===== config.mk =====
export PLATFORM = sky130hd
export DESIGN_NAME = core_interrupt_sequencer
export DESIGN_NICKNAME = d
export VERILOG_FILES = /design/src/design/cis_pkg.sv /design/src/design/core_interrupt_sequencer.sv
export VERILOG_INCLUDE_DIRS = /design/src /design/src/design
export SDC_FILE = /design/constraint.sdc
export NUM_CORES = 1
export LEC_CHECK = 0
export BUFFER_PORTS_ARGS = -buffer_cell sky130_fd_sc_hd__buf_4
export CORE_AREA = 4 4 106 108
export DETAILED_ROUTE_END_ITERATION = 10
export DIE_AREA = 0 0 110 112
export PLACE_DENSITY = 0.87
export SYNTH_ARGS = -nofsm -noshare
export SYNTH_HDL_FRONTEND = slang
export SYNTH_SLANG_ARGS = --single-unit

===== constraint.sdc =====
create_clock -name clk -period 2.55 [get_ports clk]
set_clock_uncertainty 0.15 [all_clocks]
set_input_delay 0.1275 -clock clk [delete_from_list [all_inputs] [get_ports clk]]
set_output_delay 0.1275 -clock clk [all_outputs]
set_load 0.03 [all_outputs]

===== src/design/cis_map.svh =====
/*
  Address map, field positions, reset values, vectors and counts of the
  interrupt sequencer.
  Assumes APB byte addressing with one 32-bit word per register.
*/
`ifndef CIS_MAP_SVH
`define CIS_MAP_SVH

// register byte offsets
`define CIS_MISC_OFS      12'h020
`define CIS_PENA_OFS      12'h024
`define CIS_PINEN_OFS     12'h028
`define CIS_STAT_OFS      12'h02C

// miscellaneous register fields
`define CIS_POL_LO_POS    3
`define CIS_POL_HI_POS    6
`define CIS_MISC_RST      8'h00

// own register reset values
`define CIS_PENA_RST      4'h0
`define CIS_PINEN_RST     16'h0000
`define CIS_MASK_RST      1'b1
`define CIS_PREV_RST      4'hF

// status register fields
`define CIS_STAT_EXT_POS  0
`define CIS_STAT_PER_POS  4
`define CIS_STAT_MASK_POS 8

// vector addresses
`define CIS_VEC_RESET     16'hFFFE
`define CIS_VEC_TRAP      16'hFFFC
`define CIS_VEC_EXT0      16'hFFF6
`define CIS_VEC_EXT1      16'hFFF4
`define CIS_VEC_EXT2      16'hFFF2
`define CIS_VEC_EXT3      16'hFFF0
`define CIS_VEC_SPI       16'hFFEC
`define CIS_VEC_TIMA      16'hFFEA
`define CIS_VEC_TIMB      16'hFFE8
`define CIS_VEC_SCI       16'hFFE6

// source codes, lower code wins
`define CIS_SRC_RESET     4'h0
`define CIS_SRC_TRAP      4'h1
`define CIS_SRC_EXT0      4'h2
`define CIS_SRC_PER0      4'h6
`define CIS_SRC_NONE      4'hF

// context is five stack bytes: PCL, PCH, X, A, CC
`define CIS_CTX_LAST      3'd4

`endif


===== src/design/cis_pkg.sv =====
/*
  Types of the interrupt sequencer: states, core command and stack
  strobe carriers, and the state record.
  Assumes cis_map.svh for all numeric constants.
*/
package cis_pkg;

  typedef enum logic [2:0] {
    ST_RSTVEC,
    ST_IDLE,
    ST_PUSH,
    ST_VEC,
    ST_POP,
    ST_WAIT,
    ST_HALT
  } seqState_t;

  // what the core reports about the instruction now finishing
  typedef struct packed {
    logic boundary;
    logic trap;
    logic return_from_handler_instr;
    logic wait_for_irq_instr;
    logic halt;
    logic maskSet;
    logic maskClr;
  } coreCmd_t;

  typedef struct packed {
    logic       write;
    logic       read;
    logic [2:0] sel;
  } stackCtl_t;

  typedef struct packed {
    seqState_t   state;
    logic [2:0]  cnt;
    logic [3:0]  src;
    logic        mask;
    logic [3:0]  extPend;
    logic [3:0]  extPrev;
    logic [3:0]  perLatch;
    logic [7:0]  misc;
    logic [3:0]  perEna;
    logic [15:0] pinEna;
    logic        pready;
    logic        pslverr;
    logic [31:0] prdata;
    stackCtl_t   stack;
    logic        vecLoad;
    logic [15:0] vecAddr;
    logic        busy;
    logic        waitMode;
    logic        haltMode;
  } seqRegs_t;

endpackage


===== src/design/core_interrupt_sequencer.sv =====
/*
  Interrupt sequencer of an 8-bit core: external group detectors,
  peripheral request latches, fixed priority, context push, vector load,
  return, and wake-up from wait and halt. APB slave for its registers.
  Assumes pins and core strobes synchronous to clk, one-cycle core
  command strobes, and a core that stalls while coreBusy is high.
*/
// Local design decisions: the address map and register access over APB.
`timescale 1ns/1ps
`include "cis_map.svh"

// Summary of operation
// RL1 - entry starts only at an instruction boundary; entry from wait or halt starts without one
// RL2 - entry pushes PC, X, A and CC
// RL3 - entry sets the global mask bit
// RL4 - then loads the selected source's vector
// RL5 - return pops context and clears the mask
// RL6 - maskable requests wait while mask set
// RL7 - fixed priority: reset, trap, groups, peripherals
// RL8 - trap enters regardless of the mask
// RL9 - reset and trap use the two top vectors
// RL10 - group vectors descend from group 0
// RL11 - any request wakes the core from wait
// RL12 - only groups and reset leave halt
// RL13 - group request cleared on handler entry
// RL14 - enabled pins of a group are ANDed
// RL15 - any low enabled pin masks the group
// RL16 - sensitivity comes from the polarity bits
// RL17 - 00 fall+low, 10 fall, 01 rise, 11 both
// RL18 - changing a pair clears its group requests
// RL19 - peripheral request needs mask clear and enable
// RL20 - software runs the peripheral clear sequence
// RL21 - clear sequence discards the latched request
// RL22 - one vector chosen per entry at boundary
module core_interrupt_sequencer
  import cis_pkg::*;
(
  // clock and reset
  input  wire logic        clk,
  input  wire logic        reset_n,
  // apb slave
  input  wire logic        psel,
  input  wire logic        penable,
  input  wire logic        pwrite,
  input  wire logic [11:0] paddr,
  input  wire logic [31:0] pwdata,
  output logic      [31:0] prdata,
  output logic             pready,
  output logic             pslverr,
  // core sequencer
  input  wire coreCmd_t    coreCmd,
  output stackCtl_t        stackCtl,
  output logic             vecLoad,
  output logic      [15:0] vecAddr,
  output logic             maskBit,
  output logic             coreBusy,
  output logic             waitMode,
  output logic             haltMode,
  // request sources
  input  wire logic [15:0] extPin,
  input  wire logic [3:0]  perFlag,
  input  wire logic [3:0]  perClear
);

  seqRegs_t    q;
  seqRegs_t    d;
  logic [3:0]  extLvl;
  logic [3:0]  extEvt;
  logic [3:0]  extReq;
  logic [3:0]  perReq;
  logic [3:0]  polClr;
  logic [3:0]  entryClr;
  logic [3:0]  pick;
  logic [3:0]  wakePick;
  logic [31:0] rdMux;
  logic        rdHit;
  logic        apbAccess;
  logic        apbWrite;

  // event of one group from its combined level
  function automatic logic groupEvent(input logic [1:0] pol,
                                      input logic prev, input logic cur);
    logic rise;
    logic fall;
    rise = ~prev & cur;
    fall = prev & ~cur;
    case (pol)
      2'b00:   groupEvent = fall | ~cur;
      2'b10:   groupEvent = fall;
      2'b01:   groupEvent = rise;
      2'b11:   groupEvent = rise | fall;
      default: groupEvent = 1'b0;
    endcase
  endfunction

  // fixed priority over trap, groups 0..3, then peripherals 0..3
  function automatic logic [3:0] pickSrc(input logic trap,
                                         input logic [3:0] ext,
                                         input logic [3:0] per);
    pickSrc = `CIS_SRC_NONE;
    for (int i = 3; i >= 0; i--) begin
      if (per[i]) begin
        pickSrc = `CIS_SRC_PER0 + 4'(i);
      end
    end
    for (int i = 3; i >= 0; i--) begin
      if (ext[i]) begin
        pickSrc = `CIS_SRC_EXT0 + 4'(i);
      end
    end
    if (trap) begin
      pickSrc = `CIS_SRC_TRAP;
    end
  endfunction

  function automatic logic [15:0] vecOf(input logic [3:0] src);
    case (src)
      4'h0:    vecOf = `CIS_VEC_RESET;
      4'h1:    vecOf = `CIS_VEC_TRAP;
      4'h2:    vecOf = `CIS_VEC_EXT0;
      4'h3:    vecOf = `CIS_VEC_EXT1;
      4'h4:    vecOf = `CIS_VEC_EXT2;
      4'h5:    vecOf = `CIS_VEC_EXT3;
      4'h6:    vecOf = `CIS_VEC_SPI;
      4'h7:    vecOf = `CIS_VEC_TIMA;
      4'h8:    vecOf = `CIS_VEC_TIMB;
      4'h9:    vecOf = `CIS_VEC_SCI;
      default: vecOf = `CIS_VEC_RESET;
    endcase
  endfunction

  // pin groups: AND of enabled pins, then edge or level detector
  for (genvar g = 0; g < 4; g++) begin : gExt
    logic [3:0] pins;
    logic [3:0] ena;
    logic [1:0] pol;
    assign pins = extPin[4*g +: 4];
    assign ena  = q.pinEna[4*g +: 4];
    assign pol  = (g < 2) ? q.misc[`CIS_POL_LO_POS +: 2]
                          : q.misc[`CIS_POL_HI_POS +: 2];
    assign extLvl[g] = &(pins | ~ena); // see RL14 see RL15
    assign extEvt[g] = groupEvent(pol, q.extPrev[g], extLvl[g]); // see RL16 see RL17
  end

  assign extReq    = q.extPend & ~{4{q.mask}}; // see RL6
  assign perReq    = q.perLatch & q.perEna & ~{4{q.mask}}; // see RL19
  assign pick      = pickSrc(coreCmd.trap, extReq, perReq); // see RL7 see RL22
  assign wakePick  = pickSrc(1'b0, q.extPend, q.perLatch & q.perEna);
  assign apbAccess = psel & penable & ~q.pready;
  assign apbWrite  = psel & penable & q.pready & pwrite;

  always_comb begin
    rdHit = 1'b1;
    case (paddr)
      `CIS_MISC_OFS:  rdMux = {24'h00_0000, q.misc};
      `CIS_PENA_OFS:  rdMux = {28'h000_0000, q.perEna};
      `CIS_PINEN_OFS: rdMux = {16'h0000, q.pinEna};
      `CIS_STAT_OFS:  rdMux = {23'h00_0000, q.mask, q.perLatch, q.extPend};
      default: begin
        rdMux = 32'h0000_0000;
        rdHit = 1'b0;
      end
    endcase
  end

  always_comb begin
    d              = q;
    d.stack.write  = 1'b0;
    d.stack.read   = 1'b0;
    d.vecLoad      = 1'b0;
    d.pready       = 1'b0;
    d.pslverr      = 1'b0;
    polClr         = 4'h0;
    entryClr       = 4'h0;

    // one wait state, then answer
    if (apbAccess) begin
      d.pready  = 1'b1;
      d.pslverr = ~rdHit;
      d.prdata  = rdMux;
    end
    if (apbWrite) begin
      case (paddr)
        `CIS_MISC_OFS: begin
          d.misc = pwdata[7:0];
          if (pwdata[`CIS_POL_LO_POS +: 2] != q.misc[`CIS_POL_LO_POS +: 2])
          begin
            polClr[1:0] = 2'b11; // see RL18
          end
          if (pwdata[`CIS_POL_HI_POS +: 2] != q.misc[`CIS_POL_HI_POS +: 2])
          begin
            polClr[3:2] = 2'b11; // see RL18
          end
        end
        `CIS_PENA_OFS:  d.perEna = pwdata[3:0];
        `CIS_PINEN_OFS: d.pinEna = pwdata[15:0];
        default: ;
      endcase
    end

    // software mask instructions
    if (coreCmd.maskSet) begin
      d.mask = 1'b1;
    end
    if (coreCmd.maskClr) begin
      d.mask = 1'b0;
    end

    case (q.state)
      ST_RSTVEC: begin
        d.vecLoad = 1'b1;
        d.vecAddr = vecOf(`CIS_SRC_RESET); // see RL9
        d.mask    = 1'b1;
        d.state   = ST_IDLE;
      end
      ST_IDLE: begin
        if (coreCmd.boundary) begin // see RL1
          if (coreCmd.trap) begin
            d.src   = `CIS_SRC_TRAP; // see RL8
            d.cnt   = 3'd0;
            d.state = ST_PUSH;
          end else if (coreCmd.return_from_handler_instr) begin
            d.cnt   = 3'd0;
            d.state = ST_POP;
          end else if (coreCmd.wait_for_irq_instr) begin
            d.mask  = 1'b0;
            d.state = ST_WAIT;
          end else if (coreCmd.halt) begin
            d.mask  = 1'b0;
            d.state = ST_HALT;
          end else if (pick != `CIS_SRC_NONE) begin
            d.src   = pick; // see RL22
            d.cnt   = 3'd0;
            d.state = ST_PUSH;
          end
        end
      end
      ST_PUSH: begin
        d.stack.write = 1'b1; // see RL2
        d.stack.sel   = q.cnt;
        if (q.cnt == `CIS_CTX_LAST) begin
          d.state = ST_VEC;
        end else begin
          d.cnt = q.cnt + 3'd1;
        end
      end
      ST_VEC: begin
        d.vecLoad = 1'b1;
        d.vecAddr = vecOf(q.src); // see RL4 see RL10
        d.mask    = 1'b1; // see RL3
        for (int i = 0; i < 4; i++) begin
          if (q.src == `CIS_SRC_EXT0 + 4'(i)) begin
            entryClr[i] = 1'b1; // see RL13
          end
        end
        d.state = ST_IDLE;
      end
      ST_POP: begin
        d.stack.read = 1'b1; // see RL5
        d.stack.sel  = `CIS_CTX_LAST - q.cnt;
        if (q.cnt == `CIS_CTX_LAST) begin
          d.mask  = 1'b0;
          d.state = ST_IDLE;
        end else begin
          d.cnt = q.cnt + 3'd1;
        end
      end
      ST_WAIT: begin
        if (wakePick != `CIS_SRC_NONE) begin
          d.src   = wakePick; // see RL11
          d.cnt   = 3'd0;
          d.state = ST_PUSH;
        end
      end
      ST_HALT: begin
        if (|q.extPend) begin
          d.src   = pickSrc(1'b0, q.extPend, 4'h0); // see RL12
          d.cnt   = 3'd0;
          d.state = ST_PUSH;
        end
      end
      default: d.state = ST_IDLE;
    endcase

    // set wins over every clear
    d.extPrev  = extLvl;
    d.extPend  = (q.extPend & ~polClr & ~entryClr) | extEvt;
    d.perLatch = (q.perLatch & ~perClear) | perFlag; // see RL21
    d.busy     = d.state != ST_IDLE;
    d.waitMode = d.state == ST_WAIT;
    d.haltMode = d.state == ST_HALT;
  end

  always_ff @(posedge clk) begin
    if (!reset_n) begin
      q          <= '0;
      q.state    <= ST_RSTVEC;
      q.mask     <= `CIS_MASK_RST;
      q.extPrev  <= `CIS_PREV_RST;
      q.misc     <= `CIS_MISC_RST;
      q.perEna   <= `CIS_PENA_RST;
      q.pinEna   <= `CIS_PINEN_RST;
      q.busy     <= 1'b1;
    end else begin
      q <= d;
    end
  end

  assign prdata   = q.prdata;
  assign pready   = q.pready;
  assign pslverr  = q.pslverr;
  assign stackCtl = q.stack;
  assign vecLoad  = q.vecLoad;
  assign vecAddr  = q.vecAddr;
  assign maskBit  = q.mask;
  assign coreBusy = q.busy;
  assign waitMode = q.waitMode;
  assign haltMode = q.haltMode;

  // checks
  logic idleBnd;
  logic plainBnd;
  assign idleBnd  = q.state == ST_IDLE && coreCmd.boundary;
  assign plainBnd = idleBnd && !coreCmd.trap && !coreCmd.return_from_handler_instr &&
                    !coreCmd.wait_for_irq_instr && !coreCmd.halt;
endmodule


Word-level counts from Yosys, hierarchy flattened. Memory sizes are Yosys's and may differ from the RTL's. A register that Yosys moved wholly into a read port is not among the register bits. Index checks and enable logic that the tools add are counted.

Bits in registers: 110. ROM bits: 64. Output and inout port bits: 60. Logic and storage cells: 207. Memories: 1.

Memories: (no name shown) (words 16, width 4, rd ports 1, clocked after Yosys merged registers in 1, write ports 0, RTL line core_interrupt_sequencer.sv:117) `case (src)`.

Add/sub/neg operators: 2. Eq/ne operators: 39. Muxes and demuxes: 73. Bitwise gates (word level): 50. Reduce and logical (&&, ||, !) cells: 21.

Operator list (count): 2-to-1 mux 10 bit (10); 2-to-1 mux 4 bit (24); case mux 16 bit (4 select lines) (1); equality test 12 x 6 -> 1 bit (second input constant) (4); 2-to-1 mux 34 bit (1); case mux 17 bit (2 select lines) (1); inverter 4 bit (8); AND 4 bit (6); bitwise OR 4 bit (6); 2-to-1 mux 3 bit (7); inequality test 4 bit (second input constant) (5); equality test 3 bit (second input constant) (6); case mux 1 bit (4 select lines) (4); AND reduction 4 bit (4); AND reduction 8 bit (2); case mux 3 bit (5 select lines) (1); 2-to-1 mux 7 bit (2); 2-to-1 mux 1 bit (13); AND 1 bit (12); inequality test 3 bit (second input constant) (4); case mux 3 bit (4 select lines) (1); case mux 4 bit (3 select lines) (1); 2-to-1 mux 11 bit (1); inverter 1 bit (10); other kinds (25) (51).

Longest topological paths before layout. Gate-level depths: netlist of run 1.

Depth after elaboration: 27. Gate-level depth with buffers: 12. Gate-level depth less buffers: 11.

Least setup slack after synthesis of run 1. OpenSTA, ideal clock, no wires.

Path kind: reg-to-reg. Start point: register q, in the netlist maskBit. End point: register with a tool-made name. Library setup time: 0.082 ns. Data arrival time: 2.197 ns. Data required time: 2.318 ns. Slack: 0.121 ns. Cell stages (with the launch flop): 10. Period minus slack after synthesis: 2.429 ns. Cells stage by stage: dfxtp_1 > nor4b_1 > and3_1 > nor2_1 > o41ai_1 > mux2i_1 > nand2b_1 > ha_1 > nor2b_1 > o221ai_1.

RTL lines: start, declared (RTL line core_interrupt_sequencer.sv:65) `seqRegs_t q;`.

==> results of run 1 <==
[layout by cell type (no fill, tap or decap), drive strengths merged, types with 3 or more instances in the layout]
cell	instances
conb	17
inv	44
nor2b	8
buf	134
a211oi	3
a21oi	28
ha	14
nor4b	3
o221ai	3
o22ai	10
dlygate4sd3	25
and2	3
and3	8
nand3	4
o21a	3
a22oi	17
nor3b	3
or3	3
a31oi	6
xor2	4
mux4	4
o211ai	4
nor3	12
o21ai	27
nand3b	7
nand2b	7
a221oi	3
nor4	6
nor2	70
clkbuf	10
nand4	3
mux2i	36
and2b	3
nand2	20
dfxtp	87
[kinds of logic (layout without fill, tap and decap cells)]
family	Yosys count	in the layout	synth area share, %
adder cells (fa/ha/maj)	15	15	3.87
flip-flops	87	87	36.4
XOR/XNOR	4	4	0.733
other	1	17	0.0785
AO/OA/AOI/OAI	120	120	16.3
AND/OR/NAND/NOR	165	165	18.4
multiplexers	42	42	9.97
buffers and inverters	117	218	14.2
[flip-flops by register name, summed over array words and instances, names as in the netlist, 4 cells and up, named ones only]
name and cells:
q 30, vecAddr 5, prdata 16, gExt.pol 4, gExt.ena 16, stackCtl 5
[final cells by class]
cell class | instances | area, sq um
fillers | 809 | 4200
well taps | 136 | 170
clock inverters | 6 | 70.1
repair buffers | 159 | 1260
inverters | 43 | 161
multi-input cells | 363 | 2500
clock buffers | 10 | 128
flip-flops and latches | 87 | 1750
[through the flow]
step | hold WS [ns] | total power [mW] | cell area [sq um]
final | 0.0403 | 2.96 | 6030
after floorplan | 0.0949 | 1.82 | 4840
after detailed placement | 0.190 | 1.96 | 5500
after global placement | 0.187 | 1.95 | 5500
after CTS | 0.0328 | 2.96 | 5970
after global routing | 0.0381 | 3.08 | 6030
[power by group]
| group | internal [mW] | total, mW | switching (mW) |
|---|---|---|---|
| Sequential | 1.39 | 1.42 | 0.0320 |
| Clock | 0.460 | 0.977 | 0.516 |
| Combinational | 0.243 | 0.561 | 0.318 |
[critical path: cells and delay by family, from the launching register on]
family	cells	cell delay (ns)
fa+ha+maj	1	0.23
mux	1	0.17
buf+inv	1	0.08
flops	1	0.42
simple gates	5	1.10
compound gates	2	0.17
[per-layer routing]
layer / GRT usage [%] / share of wire [%]
met2: 35.9 / 52
met5: 0 / 0
met1: 24.0 / 39
met4: 8.56 / 3.4
met3: 3.36 / 6.1
[what timing repair did]
| item | 4_1_cts | 5_1_grt |
|---|---|---|
| hold buffers | 25 | 0 |
| hold endpoints to repair | 38 | 0 |
| setup buffers | 1 | 0 |
| setup endpoints to repair | 2 | 3 |
| gates resized for setup | 3 | 18 |
| pin swaps | 0 | 1 |
[how the worst min path moves through the flow]
stage,slack [ns],endpoint,startpoint,cells past startpoint
final,0.04,q[92]$_SDFF_PN1_,extPin[6],3
after global routing,0.04,q[93]$_SDFF_PN1_,extPin[11],3
after CTS,0.03,q[92]$_SDFF_PN1_,extPin[6],3
after detailed placement,0.19,q[88]$_SDFF_PN0_,perFlag[1],3
after global placement,0.19,q[88]$_SDFF_PN0_,perFlag[1],3
after floorplan,0.09,q[87]$_SDFF_PN0_,perFlag[0],2
==> results.py, run 1 <==
metrics = {
    "clocking": {
        "clockBufferDepth": 2,
        "cts_sinks": 87,
        "clk_latency_ns": 0.36,
        "clkTransAtPathRegs_ns": 0.09,
        "numCtsBuffers": 9,
        "cts_tree": "yes",
        "htreeDepth": 3,
        "root_buffer": "clkbuf_8",
    },
    "setup_path": {
        "r2r-start": "q[98]$_SDFF_PN0_",
        "critPathSlowestCell": "dfxtp_1",
        "cp-start-kind": "flip-flop",
        "critical_path_class": "reg -> reg",
        "startpoint": "q[98]$_SDFF_PN0_",
        "ff2ff_path_depth": 10,
        "endpoint_kind": "flip-flop",
        "worst-endpoint-required_ns": 2.62,
        "reg2reg_slack_ns": 0.11,
        "slowest_delay_ns": 0.42,
        "worstPathArrival_ns": 2.52,
        "crit_path_max_fanout": 7,
        "cp_cell_sequence": "nor4_4 -> and3_2 -> o22ai_1 -> nand2_2 -> mux2i_1 -> nand2b_2 -> inv_1 -> ha_1 -> nor4_2 -> a31oi_1",
    },
    "logic_synthesis": {
        "synth_top_area_share_pct": 36.4,
        "synth-seq-area-share_pct": 36.4,
        "synthArstFlopShare_pct": 0,
        "post_synth_num_cell_types": 68,
        "avgSynthCellArea_sq_um": 8.67,
        "synth-seq-cells": 87,
        "syn_inst": 551,
        "synth.area.top_cells": "dfxtp_1 (36%), buf_4 (8.3%), mux2i_1 (7.5%), nor2_1 (5.5%), ha_1 (3.7%)",
        "ys_top_cells_by_count": "dfxtp_1 (87), nor2_1 (70), buf_4 (53), inv_1 (43), mux2i_1 (36)",
        "synth_edf_count": 0,
        "synthFlopType": "dfxtp_1",
        "yosys_warnings": 0,
        "synth_area_sq_um": 4780,
        "yosys.area.top_type": "dfxtp_1",
        "synth_most_common_cell": "dfxtp_1",
    },
    "routing": {
        "ant_nets": 0,
        "routed_via_density": 5.50,
        "totalWireLength_mm": 12.9,
        "drc": 0,
        "drt_first_pass_iters": 5,
        "drt_iter0_drc": 366,
        "num_vias": 4426,
        "wl_per_cell_um": 16.0,
    },
    "grt": {
        "grt_pass1_vias": 4390,
        "grt_usage_pct": 20.4,
        "grt_max_degree": 41,
        "antenna_found_initial": 0,
        "grt_pass1_wl_mm": 20.5,
        "overflow": 0,
    },
    "placement": {
        "routabilityCongestion": 0.912,
        "dp_cells": 762,
        "port_buffers": 106,
        "dp.final_hpwl_mm": 9.24,
        "preCtsSetupSlack_ns": -0.00824,
    },
    "sta": {
        "fmax_mhz": 409,
        "relSlewSlack_pct": 51.6,
        "finalSetupViolations": 0,
        "period_minus_slack_ns": 2.44,
        "period_share_pct": 95.8,
        "setup_ws_ns": 0.107,
        "setup_tns_ns": 0,
        "hold_viol": 0,
        "worstMarginPinSlew_ns": 0.726,
        "slew_viol_final": 0,
    },
    "hold_path": {
        "min_path_type": "in -> reg",
    },
    "floorplan": {
        "die_x_um": 110,
        "die_h_um": 112,
        "rows": 37,
        "start_util_pct": 46.7,
        "die-area_sq_um": 12300,
        "core-area_sq_um": 10200,
        "io_pins": 140,
    },
    "cells_and_area": {
        "final_core_util_pct": 59.0,
        "layout-drive-gt1-share_pct": 28.4,
        "finalNonFillerCells": 804,
        "areaGrowthSynthToFinish_pct": 26.2,
        "final_nets": 757,
        "diodes": 0,
    },
    "power_and_ir_drop": {
        "ir_drop_v": 0.000331,
        "powerDensity_nw_per_um2": 491,
        "power_leakage_nw": 2.60,
    },
    "job": {
        "drv_cap": 0,
    },
    "run_status": {
        "outcome": "completed",
    },
}
Power figures use the tool's default switching activity.
==> inputs of run 2 (changes only) <==
--- a/config.mk
+++ b/config.mk
@@ -11,6 +11,7 @@
 export DETAILED_ROUTE_END_ITERATION = 10
 export DIE_AREA = 0 0 110 112
 export PLACE_DENSITY = 0.87
+export REMOVE_ABC_BUFFERS = 1
 export SYNTH_ARGS = -nofsm -noshare
 export SYNTH_HDL_FRONTEND = slang
 export SYNTH_SLANG_ARGS = --single-unit
==> results.py, run 2 (same netlist as run 1, synthesis figures left out) <==
metrics = {
    "cells_and_area": {
        "final_core_util_pct": 59.3,
        "areaGrowthSynthToFinish_pct": 26.9,
        "fin_area_sq_um": 6070,
        "layout_common_cells": "buf_4 (135), dfxtp_1 (80), nor2_1 (70), inv_1 (42), mux2i_1 (36)",
        "final_common_cell": "buf_4",
        "diodes": 0,
        "largest_reg_flops": 30,
        "layout-drive-gt1-share_pct": 28.3,
        "largest-register": "q",
        "final_nets": 760,
    },
    "floorplan": {
        "io_pins": 140,
        "core-area_sq_um": 10200,
        "rows": 37,
        "die_x_um": 110,
        "die-area_sq_um": 12300,
        "die_h_um": 112,
        "start_util_pct": 46.7,
    },
    "sta": {
        "relSlewSlack_pct": 54.1,
        "slew_viol_final": 0,
        "hold_viol": 0,
        "finalSetupViolations": 0,
        "worstMarginPinSlew_ns": 0.682,
        "period_minus_slack_ns": 2.49,
        "period_share_pct": 97.7,
        "fmax_mhz": 401,
    },
    "grt": {
        "grt_use_met1_pct": 23.3,
        "grt_pass1_vias": 4134,
        "grt_usage_pct": 19.3,
        "use_met2_pct": 33.3,
        "busiest_layer": "met2",
        "grt_max_degree": 39,
        "grt_pass1_wl_mm": 19.2,
        "met3_usage_pct": 4.12,
        "antenna_found_initial": 0,
        "overflow": 0,
    },
    "routing": {
        "totalWireLength_mm": 12.2,
        "ant_nets": 0,
        "num_vias": 4286,
        "drt_iter0_drc": 267,
        "drc": 0,
        "drt_first_pass_iters": 8,
        "wl_per_cell_um": 15.1,
        "routed_via_density": 5.31,
    },
    "clocking": {
        "htreeDepth": 3,
        "cts_sinks": 87,
        "cts_tree": "yes",
        "clockBufferDepth": 2,
        "clk_latency_ns": 0.37,
        "root_buffer": "clkbuf_8",
        "numCtsBuffers": 9,
        "clkTransAtPathRegs_ns": 0.09,
    },
    "power_and_ir_drop": {
        "pwr-share-clk_pct": 33.9,
        "p_int_mw": 2.13,
        "powerDensity_nw_per_um2": 495,
        "seqPwrFrac_pct": 47.4,
        "ir_drop_v": 0.000273,
        "power_leakage_nw": 2.64,
        "combinationalPowerShare_pct": 18.7,
        "switchingPower_mw": 0.876,
        "p_sw_share_pct": 29.1,
        "p_total_mw": 3.00,
    },
    "placement": {
        "place_area_sq_um": 5510,
        "dp.final_hpwl_mm": 8.97,
        "port_buffers": 106,
        "routabilityCongestion": 0.880,
    },
    "setup_path": {
        "cp-start-kind": "flip-flop",
        "worstPathArrival_ns": 2.59,
        "crit_path_max_fanout": 7,
        "worst-endpoint-required_ns": 2.64,
        "critical_path_class": "reg -> reg",
        "endpoint_kind": "flip-flop",
    },
    "job": {
        "drv_cap": 0,
    },
    "hold_path": {
        "min_path_type": "in -> reg",
    },
    "run_status": {
        "outcome": "completed",
    },
}
run 2: changes by cell type in the layout (fill, tap and decap cells not counted), moves of 2 or more:
cell	previous run	this run
inv_6	0	2
dlygate4sd3_1	25	27
dfxtp_2	5	7
dfxtp_1	82	80
run 2: metal layers:
metal / vias to the layer above / routed length, um / part of all wire [%]
met1: 2018 / 5010 / 41
li1: 2092 / - / -
met2: 150 / 6190 / 51
met5: - / 0 / 0
met3: 26 / 784 / 6.4
met4: 0 / 208 / 1.7
run 2: per-stage QoR:
stage	cells	setup slack [ns]	hold WS, ns	TNS [ns]
after global placement	763	0.127	0.190	0
after detailed placement	763	0.0350	0.191	0
final	807	0.0581	0.0188	0
after global routing	807	-0.0607	0.0372	-0.0804
after floorplan	493	-0.460	0.0394	-5.13
after CTS	806	0.0183	0.0101	0
run 2: final timing paths:
kind,startpoint,end,slack (ns),cells after the start
hold reg to reg,stackCtl[1]$_SDFFE_PN0N_,stackCtl[1]$_SDFFE_PN0N_,0.32,2
setup reg to reg,q[109]$_SDFF_PN0_,flip-flop,0.06,10
hold / removal,extPin[11],q[93]$_SDFF_PN1_,0.02,3
setup / recovery,q[109]$_SDFF_PN0_,flip-flop,0.06,10
run 2: critical path, stage by stage, from the launching register on:
cell	delay [ns]
dfxtp_2	0.35
buf_4	0.16
and3b_2	0.25
o32ai_1	0.36
o41ai_2	0.15
mux2i_1	0.15
nand2b_2	0.19
inv_1	0.08
ha_1	0.19
nor4_1	0.28
a31oi_1	0.07
run 2: area by class of cell:
| class | count | area [sq um] |
|---|---|---|
| Clock buffer | 10 | 138 |
| Fill cell | 843 | 4160 |
| Inverter | 43 | 161 |
| Timing Repair Buffer | 162 | 1280 |
| Sequential cell | 87 | 1750 |
| Clock inverter | 6 | 73.8 |
| Multi-Input combinational cell | 363 | 2490 |
| Tap cell | 136 | 170 |
run 2: repair_timing:
item	in CTS	in global routing
hold endpoints to repair	43	0
hold buffers	27	0
pin swaps	0	4
gates resized for setup	1	19
endpoints found under the setup margin	1	3
buffers inserted	0	1
run 2: power by group through the flow:
stage | sequential [mW] | clock (mW) | combinational, mW
floorplan | 1.55 | 0 | 0.176
global placement | 1.45 | 0 | 0.509
detailed placement | 1.45 | 0 | 0.516
CTS | 1.42 | 1.04 | 0.551
global route | 1.43 | 1.09 | 0.603
finish | 1.42 | 1.02 | 0.562
==> inputs of run 3 (changes only) <==
--- a/config.mk
+++ b/config.mk
@@ -7,10 +7,10 @@
 export NUM_CORES = 1
 export LEC_CHECK = 0
 export BUFFER_PORTS_ARGS = -buffer_cell sky130_fd_sc_hd__buf_4
-export CORE_AREA = 4 4 106 108
+export CORE_AREA = 4 4 101 103
 export DETAILED_ROUTE_END_ITERATION = 10
-export DIE_AREA = 0 0 110 112
-export PLACE_DENSITY = 0.87
+export DIE_AREA = 0 0 105 107
+export PLACE_DENSITY_LB_ADDON = 0.12
 export REMOVE_ABC_BUFFERS = 1
 export SYNTH_ARGS = -nofsm -noshare
 export SYNTH_HDL_FRONTEND = slang
==> constraint.sdc (replaced) <==
create_clock -name clk -period 2.79 [get_ports clk]
set_clock_uncertainty 0.15 [all_clocks]
set_input_delay 0.1395 -clock clk [delete_from_list [all_inputs] [get_ports clk]]
set_output_delay 0.1395 -clock clk [all_outputs]
set_load 0.03 [all_outputs]
==> results.py, run 3 (same netlist as run 1, synthesis figures left out) <==
metrics = {
    "run_status": {
        "outcome": "completed",
    },
    "cells_and_area": {
        "largest_reg_flops": 30,
        "final_core_util_pct": 64.4,
        "layout_common_cells": "buf_4 (126), dfxtp_1 (86), nor2_1 (70), inv_1 (42), mux2i_1 (36)",
        "finalNonFillerCells": 772,
        "diodes": 0,
        "register_area_sq_um": 1740,
        "final_nets": 750,
        "areaGrowthSynthToFinish_pct": 24.0,
        "final_common_cell": "buf_4",
        "layout-drive-gt1-share_pct": 25.1,
        "multiInputGateArea_sq_um": 2440,
        "n_fill_cell": 785,
        "largest-register": "q",
    },
    "floorplan": {
        "rows": 35,
        "core-area_sq_um": 9200,
        "die_h_um": 107,
        "die-area_sq_um": 11200,
        "start_util_pct": 52.0,
        "die_x_um": 105,
        "io_pins": 140,
    },
    "setup_path": {
        "cp_top_family": "compound AO/OA/AOI/OAI gates",
        "cp_cell_sequence": "buf_4 -> and3b_1 -> o41ai_1 -> a31oi_1 -> nor2_1 -> o21a_1 -> inv_1 -> ha_1 -> nor2b_1 -> o221ai_1",
        "slowest_delay_ns": 0.34,
        "worstPathArrival_ns": 2.63,
        "critical_path_class": "reg -> reg",
        "crit_path_max_fanout": 19,
        "endpoint_kind": "flip-flop",
        "critPathSlowestCell": "dfxtp_1",
        "cp-start-kind": "flip-flop",
        "worst-endpoint-required_ns": 2.91,
        "crit_buf_inv": 2,
    },
    "sta": {
        "period_share_pct": 89.9,
        "period_minus_slack_ns": 2.51,
        "fin_worst_hold_slack_ns": 0.00368,
        "fmax_mhz": 399,
        "hold_viol": 0,
        "worstMarginPinSlew_ns": 0.930,
        "relSlewSlack_pct": 37.9,
        "slew_viol_final": 0,
        "finalSetupViolations": 0,
        "rsz0062_at_grt": "false",
        "setup_tns_ns": 0,
    },
    "grt": {
        "grt_pass1_vias": 4078,
        "antenna_found_initial": 0,
        "grt_usage_pct": 20.5,
        "grt_max_degree": 53,
        "overflow": 0,
        "grt_pass1_wl_mm": 18.9,
    },
    "clocking": {
        "clkTransAtPathRegs_ns": 0.08,
        "root_buffer": "clkbuf_8",
        "cts_tree": "yes",
        "clockBufferDepth": 2,
        "numCtsBuffers": 9,
        "cts_sinks": 87,
        "htreeDepth": 3,
        "clk_latency_ns": 0.35,
    },
    "power_and_ir_drop": {
        "ir_drop_v": 0.000244,
        "powerDensity_nw_per_um2": 478,
        "power_leakage_nw": 2.58,
        "p_total_mw": 2.83,
    },
    "routing": {
        "drt_iter0_drc": 286,
        "routed_via_density": 5.45,
        "ant_nets": 0,
        "wl_per_cell_um": 15.0,
        "totalWireLength_mm": 11.6,
        "drt_first_pass_iters": 4,
        "drc": 0,
        "num_vias": 4207,
    },
    "placement": {
        "routabilityCongestion": 0.822,
        "dp.final_hpwl_mm": 8.55,
        "dp_cells": 729,
        "port_buffers": 106,
    },
    "job": {
        "drv_cap": 0,
    },
    "hold_path": {
        "min_path_type": "in -> reg",
    },
}
run 3: power breakdown:
part | internal (mW) | total, mW | switching [mW]
logic | 0.213 | 0.496 | 0.283
registers | 1.27 | 1.30 | 0.0267
clock network | 0.594 | 1.04 | 0.446
total | 2.08 | 2.83 | 0.756
run 3: metrics by stage:
step,instance area [sq um],setup WS [ns]
floorplan,4320,-0.220
global placement,5410,0.192
detailed placement,5410,0.131
CTS,5900,0.101
global route,5920,0.0111
finish,5920,0.283
run 3: per-layer routing:
metal / vias to the layer above / global-route usage [%] / share of wire, %
met5: - / 0 / 0
li1: 2072 / - / -
met4: 0 / 6.75 / 1.6
met3: 17 / 5.18 / 5.3
met2: 139 / 35.3 / 49
met1: 1979 / 25.1 / 45
run 3: repair_timing:
action                                 4_1_cts  5_1_grt
endpoints found under the hold margin       40        0
hold buffers                                26        0
buffers inserted                             0        1
gates resized for setup                      0        3
setup endpoints to repair                    0        3
run 3: tightest hold or removal path: stages:
cell	delay, ns
buf_4	0.07
o221ai_1	0.16
nand2_1	0.10
run 3: worst paths after layout:
kind / start / depth (start not counted) / to / slack [ns]
worst min register to register: stackCtl[2]$_SDFFE_PN0N_ / 2 / stackCtl[2]$_SDFFE_PN0N_ / 0.31
worst min-delay path: extPin[11] / 3 / q[93]$_SDFF_PN1_ / 0.004
worst max register to register: q[107]$_SDFF_PN0_ / 10 / flip-flop / 0.28
worst max-delay path: q[107]$_SDFF_PN0_ / 10 / flip-flop / 0.28
run 3: area by class of cell:
class | count | share of cell area [%]
Multi-Input combinational cell | 363 | 41.2
Clock inverter | 6 | 1.84
Inverter | 43 | 2.72
Tap cell | 111 | 2.34
Timing Repair Buffer | 152 | 20.4
Sequential cell | 87 | 29.4
Clock buffer | 10 | 2.15
